--- src/verilog/sptx_pkg.sv ---
package sptx_pkg;

  // field positions in tx_control_reg
  localparam int CTL_MODE_BIT   = 0;
  localparam int CTL_LEN_BIT    = 1;
  localparam int CTL_STOP_BIT   = 3;
  localparam int CTL_SLAVE_BIT  = 3;
  localparam int CTL_PEN_BIT    = 4;
  localparam int CTL_ODD_BIT    = 5;
  localparam int CTL_BEIE_BIT   = 6;
  localparam int CTL_DONEIE_BIT = 7;

  localparam int CTL_W  = 8;
  localparam int DATA_W = 8;

  // baud clock division per mode
  localparam logic [3:0] UART_DIV_LAST = 4'hF;
  localparam logic [3:0] SYNC_DIV_LAST = 4'h3;
  localparam logic [3:0] DIV_ZERO      = 4'h0;
  localparam logic [3:0] DIV_ONE       = 4'h1;
  localparam logic [1:0] SYNC_CLK_HIGH = 2'h2;

  // frame layout and bit counts
  localparam int          FRAME_W    = 12;
  localparam logic [3:0]  LEN_EIGHT  = 4'h8;
  localparam logic [3:0]  LEN_SEVEN  = 4'h7;
  localparam logic [3:0]  CNT_ZERO   = 4'h0;
  localparam logic [3:0]  CNT_ONE    = 4'h1;
  localparam logic [11:0] FRAME_IDLE = 12'hFFF;

  // slave inter-frame gap, CPU clocks
  localparam logic [1:0] SLAVE_GAP_LAST = 2'h1;
  localparam logic [1:0] GAP_ZERO       = 2'h0;

  // assertion bounds, baud clocks
  localparam logic [4:0] UART_WAIT_MAX = 5'h10;
  localparam logic [4:0] SYNC_WAIT_MAX = 5'h04;

  typedef enum logic [1:0] {S_IDLE, S_LOADED, S_SHIFT, S_GAP} sptx_state_t;

endpackage

--- src/verilog/sptx_buffer.sv ---
`timescale 1ns/1ns
module sptx_buffer #(
  parameter int WIDTH = 8,
  parameter int DEPTH = 2
) (
  // clock and reset
  input  wire logic             sys_clk,
  input  wire logic             rst_n,
  // filling side
  input  wire logic             in_valid,
  output logic                  in_ready,
  input  wire logic [WIDTH-1:0] in_data,
  // draining side
  output logic                  out_valid,
  input  wire logic             out_ready,
  output logic [WIDTH-1:0]      out_data
);
  localparam int AW = (DEPTH > 1) ? $clog2(DEPTH) : 1;

  logic [WIDTH-1:0] mem [DEPTH];
  logic [AW-1:0]    wr_ptr;
  logic [AW-1:0]    rd_ptr;
  logic [AW:0]      count;
  logic             push;
  logic             pop;

  assign in_ready  = (count != (AW+1)'(DEPTH));
  assign out_valid = (count != '0);
  assign push      = in_valid && in_ready;
  assign pop       = out_valid && out_ready;
  assign out_data  = mem[rd_ptr];

  always_ff @(posedge sys_clk) begin
    if (push) begin
      mem[wr_ptr] <= in_data;
    end
  end

  always_ff @(posedge sys_clk or negedge rst_n) begin
    if (!rst_n) begin
      wr_ptr <= '0;
      rd_ptr <= '0;
      count  <= '0;
    end else begin
      if (push) begin
        wr_ptr <= (wr_ptr == AW'(DEPTH-1)) ? '0 : AW'(wr_ptr + 1'b1);
      end
      if (pop) begin
        rd_ptr <= (rd_ptr == AW'(DEPTH-1)) ? '0 : AW'(rd_ptr + 1'b1);
      end
      if (push && !pop) begin
        count <= (AW+1)'(count + 1'b1);
      end else if (pop && !push) begin
        count <= (AW+1)'(count - 1'b1);
      end
    end
  end

endmodule

--- src/verilog/sptx_transmitter.sv ---
// How it works
// - UART shift clock is baud clock divided sixteen
// - external UART baud clock feeds the divider
// - buffer write strobe starts every transmission
// - load one clock later; empty event on strobe
// - UART start bit, data LSB, parity, stop
// - frame end, nothing queued: done event, idle
// - UART start within sixteen baud clocks of write
// - queued byte reloads at frame end, no done
// - master shift clock is baud clock divided four
// - master clock and first bit start together
// - master data changes on falling clock edge
// - master first bit within four baud clocks
// - master back-to-back: one-bit high gap
// - slave edges of external clock detected here
// - slave data changes on external falling edges
// - slave back-to-back: two clock high gap
// - control bit zero selects UART or synchronous
// - bits three, four, five: stop, parity, odd
// - bits six, seven gate the two interrupts
`timescale 1ns/1ns
module sptx_transmitter
  import sptx_pkg::*;
#(
  parameter int BUF_DEPTH = 2
) (
  // clock and reset
  input  wire logic              sys_clk,
  input  wire logic              rst_n,
  // cpu side
  input  wire logic              buf_wr_strobe,
  input  wire logic [DATA_W-1:0] tx_rx_buffer,
  output logic                   buf_wr_ready,
  input  wire logic              instruction_start_strobe,
  input  wire logic [CTL_W-1:0]  tx_control_reg,
  input  wire logic              ext_clock_select,
  // baud sources
  input  wire logic              baud_tick,
  input  wire logic              ext_baud_clock_in,
  // serial pins
  output logic                   serial_data_out,
  input  wire logic              serial_clock_io_in,
  output logic                   serial_clock_io_out,
  output logic                   serial_clock_io_oe,
  // events and status
  output logic                   buf_empty_event,
  output logic                   tx_done_event,
  output logic                   buf_empty_irq,
  output logic                   tx_done_irq,
  output logic                   tx_busy
);

  sptx_state_t        state;
  logic [DATA_W-1:0]  buf_data;
  logic               buf_valid;
  logic               buf_pop;
  logic [3:0]         div_cnt;
  logic               ext_prev;
  logic               sclk_prev;
  logic               baud_evt;
  logic               shift_tick;
  logic               sclk_fall;
  logic               sclk_rise;
  logic               sync_mode;
  logic               slave;
  logic               master;
  logic [3:0]         div_last;
  logic [FRAME_W-1:0] shreg;
  logic [3:0]         bits_left;
  logic [1:0]         gap_cnt;
  logic               be_pend;
  logic               done_pend;
  logic [FRAME_W-1:0] next_frame;
  logic [3:0]         next_len;
  logic               frame_end;
  logic               load_now;

  assign sync_mode = tx_control_reg[CTL_MODE_BIT];
  assign slave     = sync_mode && tx_control_reg[CTL_SLAVE_BIT];
  assign master    = sync_mode && !tx_control_reg[CTL_SLAVE_BIT];

  // two-entry buffer behind the cpu write port
  // write strobe queues the byte
  sptx_buffer #(.WIDTH(DATA_W), .DEPTH(BUF_DEPTH)) u_buf (
    .sys_clk   (sys_clk),
    .rst_n     (rst_n),
    .in_valid  (buf_wr_strobe),
    .in_ready  (buf_wr_ready),
    .in_data   (tx_rx_buffer),
    .out_valid (buf_valid),
    .out_ready (buf_pop),
    .out_data  (buf_data)
  );

  // external baud clock edge or timer overflow
  always_ff @(posedge sys_clk or negedge rst_n) begin
    if (!rst_n) begin
      ext_prev  <= 1'b0;
      sclk_prev <= 1'b1;
    end else begin
      ext_prev  <= ext_baud_clock_in;
      sclk_prev <= serial_clock_io_in;
    end
  end

  assign baud_evt = (ext_clock_select && !sync_mode) ? (ext_baud_clock_in && !ext_prev)
                                                     : baud_tick;
  // slave clock edges sampled by the cpu clock
  assign sclk_fall = sclk_prev && !serial_clock_io_in;
  assign sclk_rise = !sclk_prev && serial_clock_io_in;

  assign div_last = sync_mode ? SYNC_DIV_LAST : UART_DIV_LAST;
  // free running, never restarted by writes
  always_ff @(posedge sys_clk or negedge rst_n) begin
    if (!rst_n) begin
      div_cnt <= DIV_ZERO;
    end else if (baud_evt) begin
      div_cnt <= (div_cnt >= div_last) ? DIV_ZERO : 4'(div_cnt + DIV_ONE);
    end
  end

  // slave shifts on external falling edge
  assign shift_tick = slave ? sclk_fall : (baud_evt && (div_cnt >= div_last));

  // frame image, bit zero goes out first
  // UART: start, data LSB first, parity, stop; synchronous: data only
  // stop length, parity enable, parity sense
  always_comb begin
    logic [3:0] dlen;
    logic       par;
    dlen       = tx_control_reg[CTL_LEN_BIT] ? LEN_SEVEN : LEN_EIGHT;
    par        = (^(buf_data & (tx_control_reg[CTL_LEN_BIT] ? 8'h7F : 8'hFF)))
                 ^ tx_control_reg[CTL_ODD_BIT];
    next_frame = FRAME_IDLE;
    next_len   = dlen;
    if (sync_mode) begin
      next_frame[DATA_W-1:0] = buf_data;
      if (tx_control_reg[CTL_LEN_BIT]) begin
        next_frame[DATA_W-1] = 1'b1;
      end
    end else begin
      next_frame[0]        = 1'b0;
      next_frame[DATA_W:1] = buf_data;
      if (tx_control_reg[CTL_LEN_BIT]) begin
        next_frame[DATA_W] = 1'b1;
      end
      if (tx_control_reg[CTL_PEN_BIT]) begin
        next_frame[dlen + CNT_ONE] = par;
      end
      next_len = 4'(dlen + CNT_ONE + {3'h0, tx_control_reg[CTL_PEN_BIT]} + CNT_ONE
                 + {3'h0, tx_control_reg[CTL_STOP_BIT]});
    end
  end

  // slave frame ends once the last bit has been taken
  assign frame_end = (state == S_SHIFT) && (bits_left == CNT_ZERO)
                     && (slave ? sclk_rise : shift_tick);

  // load one clock after the byte is queued
  // uart reloads straight at frame end
  assign load_now = buf_valid && ((state == S_IDLE)
                    || (frame_end && !sync_mode)
                    || ((state == S_GAP) && master && shift_tick)
                    || ((state == S_GAP) && slave && (gap_cnt == SLAVE_GAP_LAST)));
  assign buf_pop  = load_now;

  always_ff @(posedge sys_clk or negedge rst_n) begin
    if (!rst_n) begin
      state     <= S_IDLE;
      shreg     <= FRAME_IDLE;
      bits_left <= CNT_ZERO;
      gap_cnt   <= GAP_ZERO;
    end else begin
      case (state)
        S_IDLE: begin
          if (load_now) begin
            state     <= S_LOADED;
            shreg     <= next_frame;
            bits_left <= next_len;
          end
        end
        // first bit and clock on first tick
        S_LOADED: begin
          if (shift_tick) begin
            state     <= S_SHIFT;
            shreg     <= {1'b1, shreg[FRAME_W-1:1]};
            bits_left <= 4'(bits_left - CNT_ONE);
          end
        end
        S_SHIFT: begin
          if (frame_end) begin
            if (load_now) begin
              state     <= S_SHIFT;
              shreg     <= {1'b1, next_frame[FRAME_W-1:1]};
              bits_left <= 4'(next_len - CNT_ONE);
            end else if (buf_valid && sync_mode) begin
              state   <= S_GAP;
              gap_cnt <= GAP_ZERO;
            end else begin
              state <= S_IDLE;
            end
          end else if (shift_tick && (bits_left != CNT_ZERO)) begin
            shreg     <= {1'b1, shreg[FRAME_W-1:1]};
            bits_left <= 4'(bits_left - CNT_ONE);
          end
        end
        S_GAP: begin
          gap_cnt <= 2'(gap_cnt + 1'b1);
          if (!buf_valid) begin
            state <= S_IDLE;
          end else if (master && shift_tick) begin
            state     <= S_SHIFT;
            shreg     <= {1'b1, next_frame[FRAME_W-1:1]};
            bits_left <= 4'(next_len - CNT_ONE);
          end else if (slave && (gap_cnt == SLAVE_GAP_LAST)) begin
            state     <= S_LOADED;
            shreg     <= next_frame;
            bits_left <= next_len;
          end
        end
        default: begin
          state <= S_IDLE;
        end
      endcase
    end
  end

  // data moves on the falling clock edge
  always_ff @(posedge sys_clk or negedge rst_n) begin
    if (!rst_n) begin
      serial_data_out <= 1'b1;
    end else if ((state == S_LOADED) && shift_tick) begin
      serial_data_out <= shreg[0];
    end else if (frame_end && load_now) begin
      serial_data_out <= next_frame[0];
    end else if ((state == S_GAP) && master && shift_tick && buf_valid) begin
      serial_data_out <= next_frame[0];
    end else if (frame_end || (state == S_IDLE) || (state == S_GAP)) begin
      serial_data_out <= 1'b1;
    end else if ((state == S_SHIFT) && shift_tick) begin
      serial_data_out <= shreg[0];
    end
  end

  // master clock: low half then high half of each bit
  always_ff @(posedge sys_clk or negedge rst_n) begin
    if (!rst_n) begin
      serial_clock_io_out <= 1'b1;
    end else if (master && (state == S_SHIFT) && !frame_end) begin
      serial_clock_io_out <= !shift_tick && (baud_evt ? (div_cnt >= DIV_ONE)
                                                      : (div_cnt[1:0] >= SYNC_CLK_HIGH));
    end else if (master && shift_tick && (state != S_IDLE) && (state != S_SHIFT)) begin
      serial_clock_io_out <= 1'b0;
    end else begin
      serial_clock_io_out <= 1'b1;
    end
  end

  assign serial_clock_io_oe = master;
  assign tx_busy            = (state != S_IDLE);

  // events wait for the next instruction start; set wins
  // buffer empty, transmit complete
  always_ff @(posedge sys_clk or negedge rst_n) begin
    if (!rst_n) begin
      be_pend         <= 1'b0;
      done_pend       <= 1'b0;
      buf_empty_event <= 1'b0;
      tx_done_event   <= 1'b0;
    end else begin
      buf_empty_event <= instruction_start_strobe && (be_pend || load_now);
      tx_done_event   <= instruction_start_strobe && done_pend;
      if (load_now && !instruction_start_strobe) begin
        be_pend <= 1'b1;
      end else if (instruction_start_strobe) begin
        be_pend <= 1'b0;
      end
      // no done while a byte is queued
      if (frame_end && !buf_valid) begin
        done_pend <= 1'b1;
      end else if (instruction_start_strobe) begin
        done_pend <= 1'b0;
      end
    end
  end

  assign buf_empty_irq = buf_empty_event && tx_control_reg[CTL_BEIE_BIT];
  assign tx_done_irq   = tx_done_event && tx_control_reg[CTL_DONEIE_BIT];
  // baud clocks spent waiting for the first bit
  logic [4:0] wait_cnt;
  always_ff @(posedge sys_clk or negedge rst_n) begin
    if (!rst_n) begin
      wait_cnt <= 5'h00;
    end else if (state != S_LOADED) begin
      wait_cnt <= 5'h00;
    end else if (baud_evt && (wait_cnt != 5'h1F)) begin
      wait_cnt <= 5'(wait_cnt + 1'b1);
    end
  end

  AST_IDLE_HIGH: assert property (@(posedge sys_clk) disable iff (!rst_n)
    (state == S_IDLE) && $past(state == S_IDLE) |-> serial_data_out)
    else $error("data not high while idle");
  AST_LOAD_AFTER_WRITE: assert property (@(posedge sys_clk) disable iff (!rst_n)
    buf_wr_strobe && buf_wr_ready && (state == S_IDLE) && !buf_valid
    |=> ##1 (state == S_LOADED))
    else $error("write did not load the shifter");
  AST_BE_ALIGN: assert property (@(posedge sys_clk) disable iff (!rst_n)
    buf_empty_event |-> $past(instruction_start_strobe))
    else $error("buffer empty event off the instruction start");
  AST_DONE_ALIGN: assert property (@(posedge sys_clk) disable iff (!rst_n)
    tx_done_event |-> $past(instruction_start_strobe) && $past(done_pend))
    else $error("transmit complete event misaligned");
  AST_START_BIT: assert property (@(posedge sys_clk) disable iff (!rst_n)
    !sync_mode && (state == S_LOADED) && shift_tick |=> !serial_data_out)
    else $error("start bit not low");
  AST_UART_WAIT: assert property (@(posedge sys_clk) disable iff (!rst_n)
    !sync_mode && !ext_clock_select |-> wait_cnt <= UART_WAIT_MAX)
    else $error("start bit later than sixteen baud clocks");
  AST_MASTER_WAIT: assert property (@(posedge sys_clk) disable iff (!rst_n)
    master |-> wait_cnt <= SYNC_WAIT_MAX)
    else $error("first bit later than four baud clocks");
  AST_GAP_HIGH: assert property (@(posedge sys_clk) disable iff (!rst_n)
    (state == S_GAP) ##1 (state == S_GAP) |-> serial_data_out)
    else $error("data not high in reload gap");
  AST_SLAVE_GAP: assert property (@(posedge sys_clk) disable iff (!rst_n)
    slave && (state == S_SHIFT) && frame_end && buf_valid |=> (state == S_GAP) [*2])
    else $error("slave gap shorter than two clocks");
  AST_IRQ_GATE: assert property (@(posedge sys_clk) disable iff (!rst_n)
    (buf_empty_irq |-> tx_control_reg[CTL_BEIE_BIT])
    and (tx_done_irq |-> tx_control_reg[CTL_DONEIE_BIT]))
    else $error("interrupt passed a cleared enable");
  AST_MASTER_FALL: assert property (@(posedge sys_clk) disable iff (!rst_n)
    master && (state == S_SHIFT) && $changed(serial_data_out) |-> $fell(serial_clock_io_out))
    else $error("master data changed off the clock fall");

endmodule

--- config.mk ---
export PLATFORM = sky130hd
export DESIGN_NAME = sptx_transmitter
export DESIGN_NICKNAME = d
export VERILOG_FILES = /design/src/verilog/sptx_pkg.sv /design/src/verilog/sptx_buffer.sv /design/src/verilog/sptx_transmitter.sv
export SDC_FILE = /design/constraint.sdc
export NUM_CORES = 1
export LEC_CHECK = 0
export BUFFER_PORTS_ARGS = -buffer_cell sky130_fd_sc_hd__buf_2
export CAP_MARGIN = 10
export CELL_PAD_IN_SITES_DETAIL_PLACEMENT = 0
export CELL_PAD_IN_SITES_GLOBAL_PLACEMENT = 1
export CORE_ASPECT_RATIO = 1.4
export CORE_MARGIN = 5
export CORE_UTILIZATION = 40
export CTS_BUF_LIST = sky130_fd_sc_hd__clkbuf_8
export DETAILED_ROUTE_END_ITERATION = 16
export HOLD_SLACK_MARGIN = 0.06
export PLACE_DENSITY_LB_ADDON = 0.1
export SLEW_MARGIN = 20
export SYNTH_ARGS = -nofsm -noshare
export SYNTH_HDL_FRONTEND = slang
export SYNTH_SLANG_ARGS = --single-unit
--- constraint.sdc ---
create_clock -name sys_clk -period 5.9 [get_ports sys_clk]
set_clock_uncertainty 0.2 [all_clocks]
set_input_delay 0.59 -clock sys_clk [delete_from_list [all_inputs] [get_ports sys_clk]]
set_output_delay 0.59 -clock sys_clk [all_outputs]
set_load 0.005 [all_outputs]
==> results.txt <==
----------------------------------------------------
[Setup path]
  Register-to-register path setup slack ... 2690 ps
  Data arrival at the endpoint of the critical path ... 3520 ps
  Crit path kind ... in2reg
  FF-to-FF path depth ... 8
  Critical path peak fanout ... 29
  Reg-to-Reg End ... bits_left[2]$_DFFE_PN0P_
  Critical Path Source Type ... primary input
  Crit path capture type ... flop
  Reg-to-reg startpoint ... state[0]$_DFFE_PN0P_
  Worst endpoint required time ... 5940 ps

[Synthesis]
  Number of enable-type register cells in the synthesized netlist ... 16
  Count of distinct cell types in the synthesized netlist ... 65
  Dominant synthesized flop cell ... dfrtp_1
  Async SR Flop Fraction ... 68.6%
  Synthesized cell area ... 0.00341 sq mm
  Mean post-synth cell area ... 9.81 sq um
  Register area share after synthesis ... 40.2%
  Post-synthesis net count ... 385
  Gate count after technology mapping ... 348
  Number of register bits inferred by synthesis ... 51
  Yosys synthesis warning count ... 0

[Pwr]
  Maximum VDD drop ... 0.217 mV
  Leakage Power ... 1.54 nW
  Cell area power density ... 508 mW/mm^2

[Routing]
  Wire length reported by the detailed router ... 8110 um
  Violation count after the first detailed-routing iteration ... 204
  Count of nets left with antenna violations after detail routing ... 0
  DRC ... 0
  Via total after detailed routing ... 2661
  Routed len/inst ... 16.9 um
  Via count normalized by instance count ... 5.56
  Initial DRT Pass Iterations ... 5

[Clock tree]
  Clock sink count ... 51
  Worst-Skew Late Latency ... 320 ps
  # Post-CTS Setup Buffers ... 0
  Clock buffers created by TritonCTS ... 5
  Quantity of hold-fixing buffers added after cts ... 0
  Root Buffer ... clkbuf_8
  Clock input transition at the sequential cells of the worst setup and hold paths ... 100 ps
  CTS HTree Levels ... 2
  Post-cts resize count ... 0
  TritonCTS clock tree ... done
  Number of buffers on the longest clock path ... 2

[Layout]
  Area overhead of the layout relative to synthesis ... 9.82%
  Number of fill cells ... 823
  Finished Layout Cells ... 479
  Share of the core filled with cells ... 44.3%
  Fraction of layout instances using a drive strength above 1 ... 23.5%
  Final layout net count ... 410
  Number of inserted diodes ... 0

[Place]
  Post-Place Worst Slack ... 2080 ps
  Estimated wirelength of the detail-placed design ... 5930 um
  Cell count after placement ... 471
  Number of input and output port buffers inserted ... 31
  Global placer's final weighted congestion ... 0.775

[Global route]
  GRT Residual Overflow ... 0
  Maximum number of pins on one net before global-route repair ... 36
  Via count of the first global-routing pass ... 2658
  Number of antenna violations at the first check in global routing ... 0
  First-pass GRT wire length ... 13600 um
  Overall track demand over capacity in global routing ... 16.6%

[Die]
  Row cnt ... 40
  Die Width ... 88.1 um
  Core area ... 0.00846 sq mm
  Initial standard-cell utilization of the core ... 40.4%
  Vertical die dimension ... 119 um
  Floorplan die area ... 0.0105 sq mm
  Number of top-level design ports ... 33

[STA]
  Achievable frequency ... 288 MHz
  Period Utilization, post-route ... 58.9%
  Pin slew with the least headroom to its limit ... 850 ps
  Normalized max-slew margin ... 43.3%
  Hold violation count in the final report ... 0
  Unrepaired setup endpoints after global routing ... false
  Pins Over Slew Limit ... 0
  Setup total negative slack ... 0 ps
  Min cycle time layout ... 3480 ps
  Finish-stage setup viols ... 0
  Fin worst setup slack ... 2420 ps

[Hold path]
  Class of the tightest hold or removal check ... in2async

[Outcome]
  Status ... finished, final reports clean

[Job]
  Number of maximum-capacitance constraint violations ... 0

----------------------------------------------------
[where the power goes]
group	switching (W)	leakage, nW	internal (W)
Clock	0.000128	0.0587	0.000129
Sequential	0.000155	0.555	0.000525
Combinational	0.000543	0.921	0.000427
[cells by family (layout without fill, tap and decap cells)]
kind of cell / count (synthesis) / after routing / synth area share (%)
compound gates: 86 / 86 / 18.7
xor+xnor: 18 / 18 / 4.62
fa+ha+maj: 13 / 13 / 4.76
buf+inv: 35 / 61 / 4.73
flops: 51 / 51 / 40.2
mux: 23 / 23 / 9.56
simple gates: 122 / 122 / 17.4
[cell usage after synthesis (6+ instances only)]
cell type	number	area, sq um
o21ai_0	18	90.1
nand3_1	12	60.1
edfxtp_1	16	480
clkbuf_1	6	22.5
ha_1	13	163
and3_1	7	43.8
a21oi_1	12	60.1
inv_1	18	67.6
mux2i_1	12	120
xnor2_1	7	61.3
dfrtp_1	21	526
nor3_1	6	30.0
dfstp_2	14	368
o21ai_1	6	30.0
buf_2	6	30.0
a31oi_1	8	50.1
nor2_1	23	86.3
nand2_1	49	184
mux4_2	6	135
o22ai_1	6	37.5
xor2_1	11	96.3
[routing by layer]
layer  part of all wire (%)  track usage [%]
met2                     52             29.2
met5                      0                0
met3                    4.0             2.56
met1                     43             20.6
met4                    1.6             4.54
[area by class of cell]
class / instances / area (sq um) / share of cell area, %
clock inverters: 3 / 47.5 / 1.27
repair buffers: 34 / 178 / 4.74
inverters: 19 / 71.3 / 1.90
multi-input cells: 262 / 1880 / 50.1
flip-flops and latches: 51 / 1370 / 36.6
clock buffers: 5 / 68.8 / 1.84
well taps: 105 / 131 / 3.50
[flip-flops by register name (all words and copies together) (netlist names)]
| register | cells |
|---|---|
| be_pend | 1 |
| bits_left | 4 |
| buf_empty_event | 1 |
| div_cnt | 4 |
| done_pend | 1 |
| ext_prev | 1 |
| gap_cnt | 2 |
| sclk_prev | 1 |
| serial_clock_io_out | 1 |
| serial_data_out | 1 |
| shreg | 11 |
| state | 2 |
| tx_done_event | 1 |
| u_buf.count | 2 |
| u_buf.mem | 16 |
| u_buf.rd_ptr | 1 |
| u_buf.wr_ptr | 1 |
[stage by stage]
step / cell area, sq um / power [W] / hold slack, ps
3_3_place_gp: 3630 / 0.00165 / 258
3_5_place_dp: 3630 / 0.00167 / 262
2_1_floorplan: 3410 / 0.00144 / 94.4
5_1_grt: 3750 / 0.00207 / 167
6_report: 3750 / 0.00191 / 168
4_1_cts: 3750 / 0.00193 / 157
[how the worst max path moves through the flow]
stage / from / endpoint / slack, ps / depth (start not counted)
after floorplan: tx_control_reg[0] / u_buf.count[1]$_DFFE_PN0P_ / 3130 / 11
after global placement: tx_control_reg[0] / shreg[8]$_DFFE_PN1P_ / 2100 / 10
after detailed placement: tx_control_reg[0] / shreg[8]$_DFFE_PN1P_ / 2080 / 10
after CTS: tx_control_reg[0] / shreg[8]$_DFFE_PN1P_ / 2450 / 10
after global routing: tx_control_reg[0] / shreg[8]$_DFFE_PN1P_ / 2250 / 10
final: tx_control_reg[0] / shreg[8]$_DFFE_PN1P_ / 2420 / 10
[layout by cell type, fill, tap and decap left out, types with 11 or more instances in the layout]
master and count:
nand2_1 49, buf_2 31, nor2_1 23, dfrtp_1 21, inv_1 18, o21ai_0 18, edfxtp_1 16, dfstp_2 14
ha_1 13, mux2i_1 12, nand3_1 12, a21oi_1 12, xor2_1 11
[worst max-delay path: stages]
cell	delay, ps
buf_2	490
ha_1	250
a21o_1	120
a21o_2	220
nand3_1	550
a221oi_2	470
o211ai_2	130
buf_4	250
a311oi_1	340
a221oi_2	100
Note: power is estimated with default switching activity, not from simulation.
